<file path="src/core/sfag_regs.vh">
// Register map, field positions, reset values and codes of the flash access guard
`ifndef SFAG_REGS_VH
`define SFAG_REGS_VH

// --------------------
// Register byte offsets
// --------------------
`define SFAG_OFF_CTRL_STATUS 8'h24
`define SFAG_OFF_ADDR 8'h28
`define SFAG_OFF_DATA 8'h2C
`define SFAG_OFF_KEY 8'h30
`define SFAG_OFF_STATUS 8'h34
`define SFAG_OFF_OPTION 8'h38

// --------------------
// Control/status fields and reset values
// --------------------
`define SFAG_CS_START 0
`define SFAG_CS_OP_LO 1
`define SFAG_CS_OP_HI 3
`define SFAG_CS_SEC_LO 4
`define SFAG_CS_SEC_HI 5
`define SFAG_CS_REFUSED 6
`define SFAG_CS_BUSY 7
`define SFAG_CS_RESET 8'h00
`define SFAG_OPT_RESET 8'h00
`define SFAG_OPT_PROTECT 0

// --------------------
// Operation codes, also driven to the flash array
// --------------------
`define SFAG_OP_NONE 3'h0
`define SFAG_OP_PROGRAM 3'h1
`define SFAG_OP_SECTOR_ERASE 3'h2
`define SFAG_OP_MASS_ERASE 3'h3
`define SFAG_OP_OPTION 3'h4

// --------------------
// Write guard keys and link entry code (values are arbitrary)
// --------------------
`define SFAG_KEY_FIRST 8'h5A
`define SFAG_KEY_SECOND 8'hC3
`define SFAG_LINK_ENTRY 8'h3C
`define SFAG_AXI_OKAY 2'h0
`define SFAG_AXI_SLVERR 2'h2

`endif

</file>
<file path="src/core/sfag_sync3.v">
// Three-stage input synchroniser with agreement filter
`default_nettype none

module sfag_sync3 #(
    parameter W = 1
) (
    input wire core_clk_i,
    input wire reset_n_i,
    input wire [W-1:0] async_i,
    output wire [W-1:0] level_o
);

    reg [W-1:0] s1_reg;
    reg [W-1:0] s2_reg;
    reg [W-1:0] s3_reg;
    reg [W-1:0] level_reg;
    integer k;

    // First stage feeds only the second; the filter compares stages two and three
    always @(posedge core_clk_i) begin
        if (!reset_n_i) begin
            s1_reg <= {W{1'b0}};
            s2_reg <= {W{1'b0}};
            s3_reg <= {W{1'b0}};
            level_reg <= {W{1'b0}};
        end else begin
            s1_reg <= async_i;
            s2_reg <= s1_reg;
            s3_reg <= s2_reg;
            for (k = 0; k < W; k = k + 1) begin
                if (s2_reg[k] == s3_reg[k]) begin
                    level_reg[k] <= s2_reg[k];
                end
            end
        end
    end

    assign level_o = level_reg;

endmodule // sfag_sync3

`default_nettype wire

</file>
<file path="src/core/sfag_top.v">
// Flash access guard: AXI4-Lite registers, protection checks and operation sequencer
//
// Local design decision: the AXI4-Lite slave port.
`include "sfag_regs.vh"
`default_nettype none

// How it works
// - Software may request a whole-array erase, a single-sector erase, or a one-byte program.
// - Each sector erase names one sector to the array, so the other sectors are not touched; a whole-array erase wipes every sector.
// - Only sector 0 exists for a 4K array, sectors 0 and 1 for 8K, and sectors 0 to 2 above that.
// - Sector 0 is F000h-FFFFh, sector 1 the 4 Kbytes below it, and sector 0 holds the vectors.
// - While read-out protection is on, link read-out is blocked and every program, sector erase and whole-array erase request is refused.
// - A single option-byte bit switches protection, and only an option program removes it.
// - Removing protection first erases the whole array, then writes the new option byte.
// - With a tool insertion or an in-circuit session, all sectors and the option byte are writable.
// - In in-application mode sector 0, whole-array erase and option writes are refused.
// - The serial clock and data pins belong to the link whenever the tool is attached.
// - An eight-bit control/status register at 0024h, reset 00h, starts and reports operations.
// - A start is only taken right after the two guard keys were written in order.
module sfag_top #(
    parameter FLASH_KB = 16
) (
    input wire core_clk_i,
    input wire reset_n_i,
    // AXI4-Lite slave
    input wire [7:0] s_axi_awaddr_i,
    input wire s_axi_awvalid_i,
    output wire s_axi_awready_o,
    input wire [31:0] s_axi_wdata_i,
    input wire [3:0] s_axi_wstrb_i,
    input wire s_axi_wvalid_i,
    output wire s_axi_wready_o,
    output wire [1:0] s_axi_bresp_o,
    output wire s_axi_bvalid_o,
    input wire s_axi_bready_i,
    input wire [7:0] s_axi_araddr_i,
    input wire s_axi_arvalid_i,
    output wire s_axi_arready_o,
    output wire [31:0] s_axi_rdata_o,
    output wire [1:0] s_axi_rresp_o,
    output wire s_axi_rvalid_o,
    input wire s_axi_rready_i,
    // Pins and straps
    input wire tool_insert_i,
    input wire tool_attached_i,
    input wire link_serial_clock_pin_i,
    input wire link_serial_data_pin_i,
    output wire link_serial_data_pin_o,
    output wire link_serial_data_pin_oe_o,
    output wire link_pins_owned_o,
    output wire link_readout_en_o,
    input wire [7:0] option_byte_i,
    // Flash array command port
    output wire flash_req_o,
    output wire [2:0] flash_cmd_o,
    output wire [1:0] flash_sector_o,
    output wire [15:0] flash_addr_o,
    output wire [7:0] flash_wdata_o,
    input wire flash_done_i
);

    // --------------------
    // Array geometry
    // --------------------
    localparam integer NUM_SECT = (FLASH_KB <= 4) ? 1 : ((FLASH_KB <= 8) ? 2 : 3);
    localparam integer ARRAY_BASE_I = 65536 - FLASH_KB * 1024;
    localparam [16:0] ARRAY_BASE = ARRAY_BASE_I[16:0];
    localparam [1:0] SECT_LIMIT = NUM_SECT[1:0];

    localparam [3:0] ST_IDLE = 4'h1;
    localparam [3:0] ST_RUN = 4'h2;
    localparam [3:0] ST_UNP_ERASE = 4'h4;
    localparam [3:0] ST_UNP_OPT = 4'h8;

    // Sector of a byte address: 4K blocks from the top down, the rest is sector 2
    function [1:0] sector_of;
        input [15:0] a;
        begin
            if (a[15:12] == 4'hF) begin
                sector_of = 2'h0;
            end else if (a[15:12] == 4'hE) begin
                sector_of = 2'h1;
            end else begin
                sector_of = 2'h2;
            end
        end
    endfunction

    // Whether a sector may be written in the present mode
    function sector_ok;
        input [1:0] s;
        input full;
        begin
            sector_ok = (s < SECT_LIMIT) && (full || (s != 2'h0));
        end
    endfunction

    // --------------------
    // Pin synchronisers
    // --------------------
    wire [3:0] pins_f;
    wire insert_f = pins_f[0];
    wire attached_f = pins_f[1];
    wire lclk_f = pins_f[2];
    wire ldata_f = pins_f[3];

    sfag_sync3 #(.W(4)) u_sync (
        .core_clk_i(core_clk_i),
        .reset_n_i(reset_n_i),
        .async_i({link_serial_data_pin_i, link_serial_clock_pin_i, tool_attached_i, tool_insert_i}),
        .level_o(pins_f)
    );

    // --------------------
    // Link receiver and session entry
    // --------------------
    reg lclk_prev_reg;
    reg [7:0] lshift_reg;
    reg [2:0] lcount_reg;
    reg [7:0] lrx_reg;
    reg session_reg;
    reg owned_reg;
    reg readout_reg;
    reg [7:0] opt_reg;
    wire full_mode = insert_f | session_reg;

    // Bits are taken on link clock rising edges; the session ends when the tool leaves
    always @(posedge core_clk_i) begin
        if (!reset_n_i) begin
            lclk_prev_reg <= 1'b0;
            lshift_reg <= 8'h00;
            lcount_reg <= 3'h0;
            lrx_reg <= 8'h00;
            session_reg <= 1'b0;
            owned_reg <= 1'b0;
            readout_reg <= 1'b0;
        end else begin
            lclk_prev_reg <= lclk_f;
            owned_reg <= attached_f;
            readout_reg <= attached_f & session_reg & ~opt_reg[`SFAG_OPT_PROTECT];
            if (!attached_f) begin
                lcount_reg <= 3'h0;
                session_reg <= 1'b0;
            end else if (lclk_f && !lclk_prev_reg) begin
                lshift_reg <= {lshift_reg[6:0], ldata_f};
                lcount_reg <= lcount_reg + 3'h1;
                if (lcount_reg == 3'h7) begin
                    lrx_reg <= {lshift_reg[6:0], ldata_f};
                    // Entry code sent by the tool opens the in-circuit session
                    if ({lshift_reg[6:0], ldata_f} == `SFAG_LINK_ENTRY) begin
                        session_reg <= 1'b1;
                    end
                end
            end
        end
    end

    // --------------------
    // AXI4-Lite handshakes
    // --------------------
    reg awready_reg;
    reg wready_reg;
    reg bvalid_reg;
    reg [1:0] bresp_reg;
    reg arready_reg;
    reg rvalid_reg;
    reg [1:0] rresp_reg;
    reg [31:0] rdata_reg;
    reg aw_hold_reg;
    reg w_hold_reg;
    reg [7:0] aw_addr_reg;
    reg [31:0] w_data_reg;
    reg [3:0] w_strb_reg;
    wire wr_go = aw_hold_reg & w_hold_reg & ~bvalid_reg;
    wire wr_map = (aw_addr_reg == `SFAG_OFF_CTRL_STATUS) || (aw_addr_reg == `SFAG_OFF_ADDR) ||
                  (aw_addr_reg == `SFAG_OFF_DATA) || (aw_addr_reg == `SFAG_OFF_KEY);
    wire wr_b0 = wr_go & wr_map & w_strb_reg[0];

    // Address and data are latched independently, so either may arrive first
    always @(posedge core_clk_i) begin
        if (!reset_n_i) begin
            awready_reg <= 1'b1;
            wready_reg <= 1'b1;
            bvalid_reg <= 1'b0;
            bresp_reg <= `SFAG_AXI_OKAY;
            aw_hold_reg <= 1'b0;
            w_hold_reg <= 1'b0;
            aw_addr_reg <= 8'h00;
            w_data_reg <= 32'h0000_0000;
            w_strb_reg <= 4'h0;
        end else begin
            if (s_axi_awvalid_i && awready_reg) begin
                aw_addr_reg <= {s_axi_awaddr_i[7:2], 2'b00};
                aw_hold_reg <= 1'b1;
                awready_reg <= 1'b0;
            end
            if (s_axi_wvalid_i && wready_reg) begin
                w_data_reg <= s_axi_wdata_i;
                w_strb_reg <= s_axi_wstrb_i;
                w_hold_reg <= 1'b1;
                wready_reg <= 1'b0;
            end
            if (wr_go) begin
                aw_hold_reg <= 1'b0;
                w_hold_reg <= 1'b0;
                bvalid_reg <= 1'b1;
                bresp_reg <= wr_map ? `SFAG_AXI_OKAY : `SFAG_AXI_SLVERR;
            end
            if (bvalid_reg && s_axi_bready_i) begin
                bvalid_reg <= 1'b0;
                awready_reg <= 1'b1;
                wready_reg <= 1'b1;
            end
        end
    end

    // --------------------
    // Register file and operation sequencer
    // --------------------
    reg [7:0] cs_reg;
    reg [15:0] addr_reg;
    reg [7:0] data_reg;
    reg [1:0] key_stage_reg;
    reg opt_loaded_reg;
    reg [3:0] state_reg;
    reg req_reg;
    reg [2:0] cmd_reg;
    reg [1:0] fsec_reg;
    reg [15:0] faddr_reg;
    reg [7:0] fdata_reg;

    wire [7:0] wb = w_data_reg[7:0];
    wire cs_wr = wr_b0 && (aw_addr_reg == `SFAG_OFF_CTRL_STATUS);
    wire key_wr = wr_b0 && (aw_addr_reg == `SFAG_OFF_KEY);
    wire start_req = cs_wr && wb[`SFAG_CS_START];
    wire [2:0] op_w = wb[`SFAG_CS_OP_HI:`SFAG_CS_OP_LO];
    wire [1:0] sec_w = wb[`SFAG_CS_SEC_HI:`SFAG_CS_SEC_LO];
    wire prot = opt_reg[`SFAG_OPT_PROTECT];
    wire unprotect = prot && !data_reg[`SFAG_OPT_PROTECT];
    reg allowed;

    // Decide whether the requested operation passes mode, sector and protection checks
    always @* begin
        allowed = 1'b0;
        case (op_w)
            `SFAG_OP_PROGRAM: allowed = !prot && ({1'b0, addr_reg} >= ARRAY_BASE) &&
                                        sector_ok(sector_of(addr_reg), full_mode);
            `SFAG_OP_SECTOR_ERASE: allowed = !prot && sector_ok(sec_w, full_mode);
            `SFAG_OP_MASS_ERASE: allowed = !prot && full_mode;
            `SFAG_OP_OPTION: allowed = full_mode;
            default: allowed = 1'b0;
        endcase
    end

    wire idle = (state_reg == ST_IDLE);
    wire take = start_req && idle && (key_stage_reg == 2'h2) && allowed;
    wire refuse = start_req && !take;

    // Control path: guard keys, stored fields, sticky refusal and the sequencer itself
    always @(posedge core_clk_i) begin
        if (!reset_n_i) begin
            cs_reg <= `SFAG_CS_RESET;
            addr_reg <= 16'h0000;
            data_reg <= 8'h00;
            key_stage_reg <= 2'h0;
            opt_reg <= `SFAG_OPT_RESET;
            opt_loaded_reg <= 1'b0;
            state_reg <= ST_IDLE;
            req_reg <= 1'b0;
            cmd_reg <= `SFAG_OP_NONE;
            fsec_reg <= 2'h0;
            faddr_reg <= 16'h0000;
            fdata_reg <= 8'h00;
        end else begin
            // Option byte is caught once after reset release, like a strap
            if (!opt_loaded_reg) begin
                opt_reg <= option_byte_i;
                opt_loaded_reg <= 1'b1;
            end
            if (wr_b0 && (aw_addr_reg == `SFAG_OFF_ADDR)) begin
                addr_reg[7:0] <= wb;
            end
            if (wr_go && wr_map && w_strb_reg[1] && (aw_addr_reg == `SFAG_OFF_ADDR)) begin
                addr_reg[15:8] <= w_data_reg[15:8];
            end
            if (wr_b0 && (aw_addr_reg == `SFAG_OFF_DATA)) begin
                data_reg <= wb;
            end
            // Any mapped write with byte 0 enabled, other than a valid key step, drops the guard back to locked
            if (key_wr && (wb == `SFAG_KEY_FIRST)) begin
                key_stage_reg <= 2'h1;
            end else if (key_wr && (wb == `SFAG_KEY_SECOND) && (key_stage_reg == 2'h1)) begin
                key_stage_reg <= 2'h2;
            end else if (wr_b0) begin
                key_stage_reg <= 2'h0;
            end
            if (cs_wr) begin
                cs_reg[`SFAG_CS_SEC_HI:`SFAG_CS_OP_LO] <= wb[`SFAG_CS_SEC_HI:`SFAG_CS_OP_LO];
                if (wb[`SFAG_CS_REFUSED]) begin
                    cs_reg[`SFAG_CS_REFUSED] <= 1'b0;
                end
            end
            // A refusal in the same cycle as its clear stays set
            if (refuse) begin
                cs_reg[`SFAG_CS_REFUSED] <= 1'b1;
            end
            cs_reg[`SFAG_CS_BUSY] <= !idle || take;
            case (state_reg)
                ST_IDLE: begin
                    if (take) begin
                        req_reg <= 1'b1;
                        faddr_reg <= addr_reg;
                        fdata_reg <= data_reg;
                        fsec_reg <= (op_w == `SFAG_OP_PROGRAM) ? sector_of(addr_reg) : sec_w;
                        if ((op_w == `SFAG_OP_OPTION) && unprotect) begin
                            cmd_reg <= `SFAG_OP_MASS_ERASE;
                            state_reg <= ST_UNP_ERASE;
                        end else begin
                            cmd_reg <= op_w;
                            state_reg <= ST_RUN;
                        end
                    end
                end
                ST_RUN: begin
                    if (flash_done_i) begin
                        req_reg <= 1'b0;
                        cmd_reg <= `SFAG_OP_NONE;
                        state_reg <= ST_IDLE;
                        if (cmd_reg == `SFAG_OP_OPTION) begin
                            opt_reg <= fdata_reg;
                        end
                    end
                end
                ST_UNP_ERASE: begin
                    // Protection stays on until the whole array has been wiped
                    if (flash_done_i) begin
                        cmd_reg <= `SFAG_OP_OPTION;
                        state_reg <= ST_UNP_OPT;
                    end
                end
                ST_UNP_OPT: begin
                    if (flash_done_i) begin
                        req_reg <= 1'b0;
                        cmd_reg <= `SFAG_OP_NONE;
                        opt_reg <= fdata_reg;
                        state_reg <= ST_IDLE;
                    end
                end
                default: begin
                    req_reg <= 1'b0;
                    state_reg <= ST_IDLE;
                end
            endcase
            if (take) begin
                key_stage_reg <= 2'h0;
            end
        end
    end

    // --------------------
    // Read path
    // --------------------
    reg [31:0] rd_val;
    reg rd_hit;

    // Status word: guard stage, mode, protection and last link byte
    always @* begin
        rd_val = 32'h0000_0000;
        rd_hit = 1'b1;
        case ({s_axi_araddr_i[7:2], 2'b00})
            `SFAG_OFF_CTRL_STATUS: rd_val = {24'h000000, cs_reg};
            `SFAG_OFF_ADDR: rd_val = {16'h0000, addr_reg};
            `SFAG_OFF_DATA: rd_val = {24'h000000, data_reg};
            `SFAG_OFF_KEY: rd_val = 32'h0000_0000;
            `SFAG_OFF_STATUS: rd_val = {16'h0000, lrx_reg, 1'b0, session_reg, insert_f, attached_f,
                                        prot, full_mode, key_stage_reg};
            `SFAG_OFF_OPTION: rd_val = {24'h000000, opt_reg};
            default: rd_hit = 1'b0;
        endcase
    end

    // Read answered one cycle after the address is taken
    always @(posedge core_clk_i) begin
        if (!reset_n_i) begin
            arready_reg <= 1'b1;
            rvalid_reg <= 1'b0;
            rresp_reg <= `SFAG_AXI_OKAY;
            rdata_reg <= 32'h0000_0000;
        end else begin
            if (s_axi_arvalid_i && arready_reg) begin
                arready_reg <= 1'b0;
                rvalid_reg <= 1'b1;
                rdata_reg <= rd_val;
                rresp_reg <= rd_hit ? `SFAG_AXI_OKAY : `SFAG_AXI_SLVERR;
            end
            if (rvalid_reg && s_axi_rready_i) begin
                rvalid_reg <= 1'b0;
                arready_reg <= 1'b1;
            end
        end
    end

    // --------------------
    // Outputs, all from flops; the data pin is only listened to
    // --------------------
    reg ldata_out_reg;
    reg ldata_oe_reg;
    always @(posedge core_clk_i) begin
        if (!reset_n_i) begin
            ldata_out_reg <= 1'b0;
            ldata_oe_reg <= 1'b0;
        end else begin
            ldata_out_reg <= 1'b0;
            ldata_oe_reg <= 1'b0;
        end
    end

    assign s_axi_awready_o = awready_reg;
    assign s_axi_wready_o = wready_reg;
    assign s_axi_bvalid_o = bvalid_reg;
    assign s_axi_bresp_o = bresp_reg;
    assign s_axi_arready_o = arready_reg;
    assign s_axi_rvalid_o = rvalid_reg;
    assign s_axi_rresp_o = rresp_reg;
    assign s_axi_rdata_o = rdata_reg;
    assign link_serial_data_pin_o = ldata_out_reg;
    assign link_serial_data_pin_oe_o = ldata_oe_reg;
    assign link_pins_owned_o = owned_reg;
    assign link_readout_en_o = readout_reg;
    assign flash_req_o = req_reg;
    assign flash_cmd_o = cmd_reg;
    assign flash_sector_o = fsec_reg;
    assign flash_addr_o = faddr_reg;
    assign flash_wdata_o = fdata_reg;

endmodule // sfag_top

`default_nettype wire

</file>
<file path="config.mk">
export PLATFORM = sky130hd
export DESIGN_NAME = sfag_top
export DESIGN_NICKNAME = d
export VERILOG_FILES = /design/src/core/sfag_sync3.v /design/src/core/sfag_top.v
export VERILOG_INCLUDE_DIRS = /design/src /design/src/core
export SDC_FILE = /design/constraint.sdc
export NUM_CORES = 1
export LEC_CHECK = 0
export ABC_CLOCK_PERIOD_IN_PS = 3650
export BUFFER_PORTS_ARGS = -buffer_cell sky130_fd_sc_hd__buf_4
export CAP_MARGIN = 20
export CORE_UTILIZATION = 58
export DETAILED_ROUTE_END_ITERATION = 16
export PLACE_DENSITY_LB_ADDON = 0.08
export SLEW_MARGIN = 20
export SYNTH_ARGS = -nofsm -noshare
export SYNTH_HDL_FRONTEND = slang
export SYNTH_SLANG_ARGS = --single-unit
</file>
<file path="constraint.sdc">
create_clock -name core_clk_i -period 3.65 [get_ports core_clk_i]
set_input_delay 0.5475 -clock core_clk_i [delete_from_list [all_inputs] [get_ports core_clk_i]]
set_output_delay 0.5475 -clock core_clk_i [all_outputs]
set_load 0.01 [all_outputs]
</file>
=== Word level (Yosys, flattened, before mapping) ===
Index checks and enable logic that the tools add are counted.

* Flip-flop bits (word level): 181
* Input bits: 72

* $add $sub $neg: 1
* Magnitude comparators: 3
* Eq/ne operators: 34
* Multiplexer cells: 34
* Bitwise logic cells: 11
* Reduce and logical (&&, ||, !) cells: 63

{| class="wikitable"
|+ Operators with widths
! kind !! count
|-
| case mux 16 bit (5 select lines) || 1
|-
| == test 6 x 4 -> 1 bit, second input constant || 10
|-
| two-way mux 8 bit || 4
|-
| logical AND 1 bit || 29
|-
| greater-or-equal comparator 16 bit, second input constant || 1
|-
| two-way mux 2 bit || 8
|-
| case mux 8 bit (2 select lines) || 1
|-
| two-way mux 3 bit || 5
|-
| == test 4 bit, second input constant || 3
|-
| two-way mux 4 bit || 3
|-
| case mux 4 bit (3 select lines) || 1
|-
| AND reduction 3 bit || 4
|-
| nonzero test 2 bit || 5
|-
| OR reduction 2 bit || 5
|-
| == test 3 bit, second input constant || 3
|-
| case mux 3 bit (3 select lines) || 1
|-
| == test 8 x 6 -> 1 bit, second input constant || 1
|-
| == test 8 x 7 -> 1 bit, second input constant || 1
|-
| == test 8 bit, second input constant || 1
|-
| AND reduction 2 bit || 4
|-
| two-way mux 1 bit || 7
|-
| AND 1 bit || 6
|-
| == test 3 x 2 -> 1 bit, second input constant || 2
|-
| logical OR 1 bit || 6
|-
| 21 further kinds || 34
|}

=== Longest topological paths before layout ===
Gate-level depths: netlist of run 1.

* Depth in word-level cells: 15
* Depth in mapped cells: 8

=== Cells and area by module ===
A second synthesis of run 1 with hierarchy kept.

* Cell total of the unflattened synthesis: 739
* Area, all modules: 6660.1 um^2

{| class="wikitable"
|+ Modules (own cells, without submodules)
! module !! instances !! cells an instance !! area each (um^2) !! seq. area each (um^2)
|-
| sfag_top || 1 || 697 || 6187.2 || 2942.8
|-
| sfag_sync3 || 1 || 42 || 473.0 || 320.3
|}

=== Worst setup path after synthesis of run 1 ===
No wires, ideal clock.

* Path kind: input to register
* Start point: in s_axi_araddr_i[4]
* End point: reg rdata_reg[13], in the netlist s_axi_rdata_o[13]
* Arrival: 1.888 ns
* Required time: 3.585 ns
* Slack: 1.697 ns
* Cell stages on the path: 7
* Cell sequence: nor4b_1 -> and3b_1 -> clkbuf_1 -> clkbuf_1 -> a22oi_1 -> a2bb2oi_1 -> nor2_1

* Cells in the longest elaborated chain, start to end: 2
* Elaborated cells on any way between the ends: 6

{| class="wikitable"
|+ RTL lines
! element !! line !! source
|-
| start, declared || sfag_top.v:36 || <nowiki>input wire [7:0] s_axi_araddr_i,</nowiki>
|-
| == test 6 x 4 -> 1 bit || sfag_top.v:370 || <nowiki>case ({s_axi_araddr_i[7:2], 2'b00})</nowiki>
|-
| case mux 16 bit (5 select lines) * || sfag_top.v:370 ||
|-
| end signal, assigned || sfag_top.v:393 || <nowiki>rdata_reg <= rd_val;</nowiki>
|-
| end, declared || sfag_top.v:168 || <nowiki>reg [31:0] rdata_reg;</nowiki>
|}

Mark *: on every way between the ends. The rest lies on a longest branch, timed or not.
A chain may end at the register's enable or synchronous reset.

=== Final worst setup path of run 1 ===
* Start point: reg w_data_reg[1]
* End point: reg key_stage_reg[1]

* Cells in the longest elaborated chain, start to end: 4
* Elaborated cells on any way between the ends: 14

{| class="wikitable"
|+ RTL lines
! element !! line !! source
|-
| start, declared || sfag_top.v:172 || <nowiki>reg [31:0] w_data_reg;</nowiki>
|-
| start signal, assigned || sfag_top.v:198 || <nowiki>w_data_reg <= s_axi_wdata_i;</nowiki>
|-
| == test 3 bit, or another cell as far along || sfag_top.v:245 || <nowiki>case (op_w)</nowiki>
|-
| case mux 1 bit (4 select lines) or logical AND 1 bit (tied branches) || sfag_top.v:245, sfag_top.v:292 ||
|-
| logical AND 1 bit (on tied branches) || sfag_top.v:256, sfag_top.v:292 ||
|-
| OR reduction 3 bit (no source line), or another cell as far along || n/a ||
|-
| end signal, assigned || sfag_top.v:265 || <nowiki>key_stage_reg <= 2'h0;</nowiki>
|-
| end signal, assigned || sfag_top.v:291 || <nowiki>key_stage_reg <= 2'h1;</nowiki>
|-
| end signal, assigned || sfag_top.v:293 || <nowiki>key_stage_reg <= 2'h2;</nowiki>
|-
| end, declared || sfag_top.v:223 || <nowiki>reg [1:0] key_stage_reg;</nowiki>
|}

Parallel ways exist; a longest one is shown, timed or not.

==> summary.md, run 1 <==
| Metric | Value |
|---|---|
| Crit end category | `register` |
| Overflow left after global routing | `0` |
| Final cycle utilization of the critical path | `around two thirds` |
| Headroom to the max-slew limit | `between 30 and 40%` |
| Largest area contributor in the synthesized netlist | `sky130_fd_sc_hd__dfxtp_1` |
| Root cell of the clock tree | `sky130_fd_sc_hd__clkbuf_16` |
| Post-synthesis adder-cell area fraction | `0.372%` |
| Critical path class | `reg -> reg` |
| Number of buffers on the longest clock path | `2` |
| Area Growth Syn to Fin | `19.0%` |
| Basic-gate share of the synthesized area counting and, or, nand and nor cells | `a little under a quarter` |
| Overall die area | `12000 um2` |
| YS warnings | `0` |
| Tightest Hold Check Type | `in -> reg` |
| Clk_lat worst skew | `around 0.42 ns` |
| Post-CTS setup buffer count | `0` |
| Final non-filler cell total | `about 1000` |
| Setup Total Neg Slack | `0 ns` |
| Critical Path RT | `around 4.0 ns` |
| Number of synthesized register bits | `~160` |
| Number of levels the H-tree was split into | `4` |
| Detailed Route WL | `around 16000 um` |
| Post-detailed-route via-to-cell ratio | `5.76` |
| Final critical delay including setup and external delays | `2.40 ns` |
| Global placer's final weighted congestion | `0.852` |
| Final count of negative-setup-slack endpoints | `0` |
| Slew of the pin with the lowest slew margin | `between 0.9 and 1 ns` |
| Detailed Routing Iterations Pass 1 | `5` |
| Final Max Slew Viols | `0` |
| Smallest hold slack | `approximately 0.33 ns` |
| Mean Syn Cell Area | `8.71 um2` |
| Run status | `finished clean` |
| ANT cells | `0` |
| Number of cell rows | `38` |
| Worst Setup Start Kind | `register` |
| Vias post-DR | `5767` |
| Leak pwr | `around 3.2 nW` |
| Cell area power density | `around 470 nW/um2` |
| IO Pins | `around 150` |
| First-pass GRT wire length | `between 20000 and 30000 um` |
| Clock sink count | `163` |
| Nets | `slightly above 900` |
| Total instance count after detailed placement | `970` |
| Data arrival at the endpoint of the critical path | `2.70 ns` |
| Cell with the biggest individual delay on the critical path | `sky130_fd_sc_hd__dfxtp_1` |
| Worst Skew | `0.00913 ns` |
| Quantity of hold-fixing buffers added after cts | `0` |
| Post-DR wirelength/cell | `16.3 um` |
| Mux cell area share after synthesis | `6.12%` |
| Count of input and output buffers | `104` |
| Ys flop type | `sky130_fd_sc_hd__dfxtp_1` |
| FMAX | `roughly 420 MHz` |
| Critical path's largest stage delay | `0.60 ns` |
| Xor/xnor cell area share of the yosys netlist | `0.390%` |
| Cell-by-cell listing of the critical path | `or3b_4 -> a311o_1 -> a311oi_4 -> buf_4 -> nand2b_1 -> a21oi_1` |
| Instance area after placement | `roughly 7400 um2` |
| Number of instances in the synthesized netlist | `between 700 and 800` |
| DRT iter0 DRCs | `roughly 420` |
| Pin count of the biggest net entering global routing | `53` |
| Global-route usage over all layers | `28.0%` |
| Endpoints failing hold | `0` |
| Fraction of the yosys area taken by sequential cells | `approximately 48%` |
| Remaining antenna violation count | `0` |
| Distinct cell type count of the synthesized netlist | `65` |
| CTS buffer count | `17` |
| Most frequent cell after synthesis | `sky130_fd_sc_hd__dfxtp_1` |
| Initial antenna violation count | `0` |
| Compound-cell area share of the yosys netlist | `~16%` |
| Number of violations of the max-capacitance limit | `0` |
| Post-CTS resize count | `0` |
| Fraction of registers with async set or reset after synthesis | `0%` |
| Total standard cell area after synthesis | `6730 um2` |
| Die height | `110 um` |
| Initial core utilization | `between 60 and 70%` |
| Maximum fanout count along the critical path | `30` |
| Fraction of final layout cells with drive strength greater than 1 | `a little under a fifth` |
| Via count of the first global-routing pass | `roughly 5300` |
| Main combinational cell family by area after synthesis | `simple AND/OR/NAND/NOR gates` |
| Number of synthesized flops with an enable pin | `0` |
| CTS tree | `yes` |
| RSZ-0062 raised after global routing | `no` |
| Die W | `approximately 110 um` |
| Leading post-synthesis cells by cell area | `sky130_fd_sc_hd__dfxtp_1 (48%), sky130_fd_sc_hd__nand2_1 (6.2%), sky130_fd_sc_hd__mux2i_1 (5.9%), sky130_fd_sc_hd__a21oi_1 (4.9%), sky130_fd_sc_hd__nand3_1 (4.2%)` |
| Number of DRC violations after detailed routing | `0` |
| Clock edge transition at the registers on the reported setup and hold paths | `around 0.060 ns` |
| Ranking of synthesized cells by instance count | `sky130_fd_sc_hd__dfxtp_1 (163), sky130_fd_sc_hd__nand2_1 (111), sky130_fd_sc_hd__a21oi_1 (66)` |
| Post-synth top area share | `about half` |
| Total half-perimeter wirelength after legalization and detailed placement | `around 11000 um` |
| Design area | `between 8000 and 9000 um2` |
| Placeable core area | `11100 um2` |
| Maximum VDD drop | `around 0.36 mV` |
## final cells by class
| type | instances | area (um2) |
|---|---|---|
| Clock buffer | 24 | 472 |
| Timing Repair Buffer | 111 | 833 |
| Multi-Input combinational cell | 548 | 3140 |
| Fill cell | 867 | 3070 |
| Tap cell | 140 | 175 |
| Sequential cell | 163 | 3260 |
| Clock inverter | 8 | 101 |
| Inverter | 8 | 30.0 |
## worst paths after layout
path                                     from                            end  slack [ns]  cells after the start
setup reg to reg   w_data_reg[1]$_SDFFE_PN0P_  key_stage_reg[1]$_SDFFE_PP0P_        1.25                      6
hold / removal                 s_axi_wvalid_i    s_axi_wready_o$_SDFFE_PP1P_        0.33                      2
setup / recovery   w_data_reg[1]$_SDFFE_PN0P_  key_stage_reg[1]$_SDFFE_PP0P_        1.25                      6
hold reg to reg   u_sync.s1_reg[2]$_SDFF_PN0_    u_sync.s2_reg[2]$_SDFF_PN0_        0.44                      1
## through the flow
step | power [W] | utilization [%] | setup WS (ns)
after global routing | 0.00391 | 72.3 | 1.15
after floorplan | 0.00203 | - | 1.70
after CTS | 0.00380 | 72.3 | 1.28
final | 0.00379 | 72.3 | 1.25
after global placement | 0.00210 | 67.1 | 1.35
after detailed placement | 0.00210 | 67.1 | 1.30
## critical path, delay by kind of cell (launching register included)
family / cells / cell delay [ns]
buffers and inverters: 1 / 0.35
flip-flops: 1 / 0.60
AO/OA/AOI/OAI: 3 / 0.70
AND/OR/NAND/NOR: 2 / 0.63
## cell usage in the layout, fill, tap and decap left out, types with 3 or more instances in the layout
cell	synthesis	layout
sky130_fd_sc_hd__mux2i_1	40	40
sky130_fd_sc_hd__nor3_1	6	5
sky130_fd_sc_hd__clkbuf_1	43	5
sky130_fd_sc_hd__nand4b_1	3	3
sky130_fd_sc_hd__and3b_1	4	4
sky130_fd_sc_hd__nor4b_1	4	4
sky130_fd_sc_hd__a222oi_1	5	5
sky130_fd_sc_hd__clkinvlp_4	0	3
sky130_fd_sc_hd__a21oi_1	66	66
sky130_fd_sc_hd__o21ai_1	20	20
sky130_fd_sc_hd__inv_1	7	7
sky130_fd_sc_hd__nor3b_1	6	6
sky130_fd_sc_hd__a22oi_1	8	8
sky130_fd_sc_hd__conb_1	1	20
sky130_fd_sc_hd__buf_4	20	111
sky130_fd_sc_hd__nor4bb_1	4	4
sky130_fd_sc_hd__nand4_1	5	5
sky130_fd_sc_hd__clkbuf_16	0	17
sky130_fd_sc_hd__or2_2	11	11
sky130_fd_sc_hd__a2bb2oi_1	8	8
sky130_fd_sc_hd__a22o_1	3	3
sky130_fd_sc_hd__o21ai_0	31	31
sky130_fd_sc_hd__nor2_1	59	59
sky130_fd_sc_hd__nand2b_1	3	3
sky130_fd_sc_hd__dfxtp_1	163	163
sky130_fd_sc_hd__nor2b_1	5	5
sky130_fd_sc_hd__nand2_1	111	111
sky130_fd_sc_hd__and2_1	18	18
sky130_fd_sc_hd__a221oi_1	9	9
sky130_fd_sc_hd__nand3_1	56	56
## power breakdown
group,switching [W],leakage [nW],internal (W)
logic,0.000115,1.65,0.0000951
clock network,0.000678,0.271,0.00104
registers,0.0000413,1.32,0.00182
## cell families (layout without fill, tap and decap cells)
kind of cell	after synthesis	count (layout)
AO/OA/AOI/OAI	171	171
XOR/XNOR	3	3
adder cells (fa/ha/maj)	2	2
buffers and inverters	81	151
flip-flops	163	163
multiplexers	41	41
other	1	20
AND/OR/NAND/NOR	311	311
## layer usage
| layer | track usage, % | up-vias | part of all wire [%] |
|---|---|---|---|
| met4 | 11.0 | 0 | 1.4 |
| met5 | 0 | - | 0 |
| met1 | 34.6 | 2727 | 44 |
| met3 | 5.28 | 20 | 5.1 |
| li1 | - | 2826 | - |
| met2 | 48.3 | 194 | 50 |
Note: power is estimated with default switching activity, not from simulation.
==> run 2, diff against run 1 <==
--- a/config.mk
+++ b/config.mk
@@ -6,10 +6,10 @@
 export SDC_FILE = /design/constraint.sdc
 export NUM_CORES = 1
 export LEC_CHECK = 0
-export ABC_CLOCK_PERIOD_IN_PS = 3650
+export ABC_CLOCK_PERIOD_IN_PS = 2100
 export BUFFER_PORTS_ARGS = -buffer_cell sky130_fd_sc_hd__buf_4
 export CAP_MARGIN = 20
-export CORE_UTILIZATION = 58
+export CORE_UTILIZATION = 49
 export DETAILED_ROUTE_END_ITERATION = 16
 export PLACE_DENSITY_LB_ADDON = 0.08
 export SLEW_MARGIN = 20
==> constraint.sdc (replaced) <==
create_clock -name core_clk_i -period 2.1 [get_ports core_clk_i]
set_input_delay 0.315 -clock core_clk_i [delete_from_list [all_inputs] [get_ports core_clk_i]]
set_output_delay 0.315 -clock core_clk_i [all_outputs]
set_load 0.01 [all_outputs]
==> run 2 against run 1 <==
The flow now finishes with violations (setup timing). Sequential power increased by 73%. Largest cell class unchanged. Largest power group is now the clock network. Highest routed layer unchanged. Sequential share of layout area decreased by 2.4 points. Critical path depth increased by 1. Critical path type unchanged.
==> summary.md, run 2 (synthesized netlist as in run 1, its figures left out) <==
| Metric | Value |
|---|---|
| Maximum fanout count along the critical path | `20 (was 30)` |
| Die W | `119 um (was 110 um)` |
| Tightest Hold Check Type | `in -> reg (unchanged)` |
| Count of input and output buffers | `104 (unchanged)` |
| Pin count of the biggest net entering global routing | `61 (was 53)` |
| Post-DR wirelength/cell | `16.7 um (was 16.3 um)` |
| Final Max Slew Viols | `0 (unchanged)` |
| Critical Path RT | `2.45 ns (was 3.95 ns)` |
| DRT iter0 DRCs | `470 (was 416)` |
| R2R cell count | `7 (was 6)` |
| Via count of the first global-routing pass | `5555 (was 5311)` |
| Final non-filler cell total | `1073 (was 1002)` |
| Remaining antenna violation count | `0 (unchanged)` |
| Post-detailed-route via-to-cell ratio | `5.50 (was 5.76)` |
| Hold Path Stages | `2 (unchanged)` |
| Number of cell rows | `42 (was 38)` |
| Cell area power density | `848 nW/um2 (was 473 nW/um2)` |
| R2R setup slack | `-0.004 ns (was 1.25 ns)` |
| Total instance count after detailed placement | `1039 (was 970)` |
| Final cycle utilization of the critical path | `100% (was 65.8%)` |
| Maximum VDD drop | `0.547 mV (was 0.359 mV)` |
| Global-route usage over all layers | `25.4% (was 28.0%)` |
| Clk_lat worst skew | `0.43 ns (was 0.42 ns)` |
| Number of levels the H-tree was split into | `4 (unchanged)` |
| Total half-perimeter wirelength after legalization and detailed placement | `12200 um (was 11000 um)` |
| IO Pins | `147 (unchanged)` |
| Crit end category | `register (unchanged)` |
| Endpoint of the worst hold path | `u_sync.s1_reg[3]$_SDFF_PN0_ (was s_axi_wready_o$_SDFFE_PP1P_)` |
| Detailed Routing Iterations Pass 1 | `6 (was 5)` |
| RSZ-0062 raised after global routing | `yes (was no)` |
| ANT cells | `0 (unchanged)` |
| Clock sink count | `163 (unchanged)` |
| Headroom to the max-slew limit | `55.3% (was 34.6%)` |
| Failing checks | `setup timing` |
| Global placer's final weighted congestion | `0.839 (was 0.852)` |
| Setup WS post-layout | `-0.00381 ns (was 1.25 ns)` |
| Highest-count cells in the layout ignoring fill and taps | `sky130_fd_sc_hd__dfxtp_1 (162), sky130_fd_sc_hd__buf_4 (143), sky130_fd_sc_hd__nand2_1 (111) (was sky130_fd_sc_hd__dfxtp_1 (163), sky130_fd_sc_hd__nand2_1 (111), sky130_fd_sc_hd__buf_4 (111))` |
| Worst Setup Start Kind | `register (unchanged)` |
| Die height | `119 um (was 110 um)` |
| Final count of negative-setup-slack endpoints | `1 (was 0)` |
| Number of buffers on the longest clock path | `2 (unchanged)` |
| Critical path class | `reg -> reg (unchanged)` |
| Number of DRC violations after detailed routing | `0 (unchanged)` |
| Run status | `finished with violations (was finished clean)` |
| CTS buffer count | `17 (unchanged)` |
| Root cell of the clock tree | `sky130_fd_sc_hd__clkbuf_16 (unchanged)` |
| Reg-to-reg critical path endpoint | `flash_wdata_o[3]$_SDFFE_PN0P_ (was key_stage_reg[1]$_SDFFE_PP0P_)` |
| Initial core utilization | `50.6% (was 60.8%)` |
| Total power draw | `0.00722 W (was 0.00379 W)` |
| Nets | `960 (was 923)` |
| Overall die area | `14200 um2 (was 12000 um2)` |
| Quantity of hold-fixing buffers added after cts | `0 (unchanged)` |
| Leak pwr | `3.51 nW (was 3.24 nW)` |
| Data arrival at the endpoint of the critical path | `2.45 ns (was 2.70 ns)` |
| Overflow left after global routing | `0 (unchanged)` |
| Vias post-DR | `5898 (was 5767)` |
| Worst slack, placed | `0.0431 ns (was 1.30 ns)` |
| First-pass GRT wire length | `27900 um (was 25700 um)` |
| Slew of the pin with the lowest slew margin | `0.669 ns (was 0.977 ns)` |
| Detailed Route WL | `17900 um (was 16300 um)` |
| Clock edge transition at the registers on the reported setup and hold paths | `0.06 ns (about the same)` |
| FMAX | `475 MHz (was 416 MHz)` |
| Number of violations of the max-capacitance limit | `0 (unchanged)` |
| CTS tree | `yes (unchanged)` |
| Placeable core area | `13300 um2 (was 11100 um2)` |
| Most frequent standard cell in the layout excluding fill and tap cells | `sky130_fd_sc_hd__dfxtp_1 (unchanged)` |
| Area Growth Syn to Fin | `26.4% (was 19.0%)` |
| Final critical delay including setup and external delays | `2.10 ns (was 2.40 ns)` |
| Fraction of final layout cells with drive strength greater than 1 | `22.0% (was 18.4%)` |
| Worst Skew | `0.00685 ns (was 0.00913 ns)` |
| Filler instances | `1152 (was 867)` |
| Endpoints failing hold | `0 (unchanged)` |
| Smallest hold slack | `0.0860 ns (was 0.326 ns)` |
| Initial antenna violation count | `0 (unchanged)` |
| Crit Reg-Reg Startpoint | `w_data_reg[2]$_SDFFE_PN0P_ (was w_data_reg[1]$_SDFFE_PN0P_)` |
| Hold path start | `link_serial_data_pin_i (was s_axi_wvalid_i)` |
run 2: cell count changes in the layout (fill, tap and decap cells not counted), moves of 2 or more:
| cell | delta |
|---|---|
| sky130_fd_sc_hd__clkbuf_1 | -3 |
| sky130_fd_sc_hd__clkinvlp_4 | -3 |
| sky130_fd_sc_hd__buf_4 | +32 |
| sky130_fd_sc_hd__bufinv_16 | +5 |
| sky130_fd_sc_hd__clkbuf_16 | +2 |
| sky130_fd_sc_hd__buf_12 | +2 |
run 2: layout make-up:
cell class                      instances  area [um2]  share of cell area, %
Timing Repair Buffer                  148        1170                   13.8
Tap cell                              176         220                   2.59
Sequential cell                       163        3260                   38.4
Inverter                                8        30.0                  0.353
Clock buffer                           20         447                   5.25
Clock inverter                         10         229                   2.69
Multi-Input combinational cell        548        3140                   36.9
run 2: what timing repair did:
action,in CTS,in global routing
setup endpoints to repair,0,35
resized for setup,0,4
buffers inserted,0,2
run 2: through the flow:
step | utilization (%) | area, um2 | setup TNS [ns]
floorplan | - | 6800 | 0
global placement | 58.3 | 7750 | 0
detailed placement | 58.3 | 7750 | 0
CTS | 63.4 | 8430 | 0
global route | 64.0 | 8510 | -0.101
finish | 64.0 | 8510 | -0.00381
run 2: worst max-delay path by stage:
stage	startpoint	endpoint	slack, ns	cells past startpoint
after floorplan	w_data_reg[2]$_SDFFE_PN0P_	flash_addr_o[10]$_SDFFE_PN0P_	0.16	8
after global placement	w_data_reg[2]$_SDFFE_PN0P_	key_stage_reg[0]$_SDFFE_PP0P_	0.12	6
after detailed placement	aw_addr_reg[7]$_SDFFE_PN0P_	key_stage_reg[0]$_SDFFE_PP0P_	0.04	6
after CTS	aw_addr_reg[7]$_SDFFE_PN0P_	key_stage_reg[1]$_SDFFE_PP0P_	0.01	6
after global routing	w_data_reg[2]$_SDFFE_PN0P_	flash_wdata_o[3]$_SDFFE_PN0P_	-0.05	7
final	w_data_reg[2]$_SDFFE_PN0P_	flash_wdata_o[3]$_SDFFE_PN0P_	-0.004	7
run 2: power breakdown:
part | switching (W) | internal, W | total [W] | leakage [nW]
combinational | 0.000224 | 0.000188 | 0.000412 | 1.85
clock | 0.00122 | 0.00237 | 0.00358 | 0.330
sequential | 0.0000595 | 0.00316 | 0.00322 | 1.32
run 2: per-layer routing:
metal | track usage (%) | wire length [um]
met2 | 42.0 | 8750
met4 | 9.89 | 386
met1 | 31.7 | 7890
met5 | 0 | 0
met3 | 6.13 | 856
run 2: critical path, cell delays in order, from the launching register on:
cell                        delay (ns)
sky130_fd_sc_hd__dfxtp_1          0.33
sky130_fd_sc_hd__or3b_4           0.43
sky130_fd_sc_hd__a311o_1          0.34
sky130_fd_sc_hd__a311oi_4         0.36
sky130_fd_sc_hd__buf_4            0.20
sky130_fd_sc_hd__clkbuf_16        0.19
sky130_fd_sc_hd__nand3_1          0.08
sky130_fd_sc_hd__o21ai_0          0.09
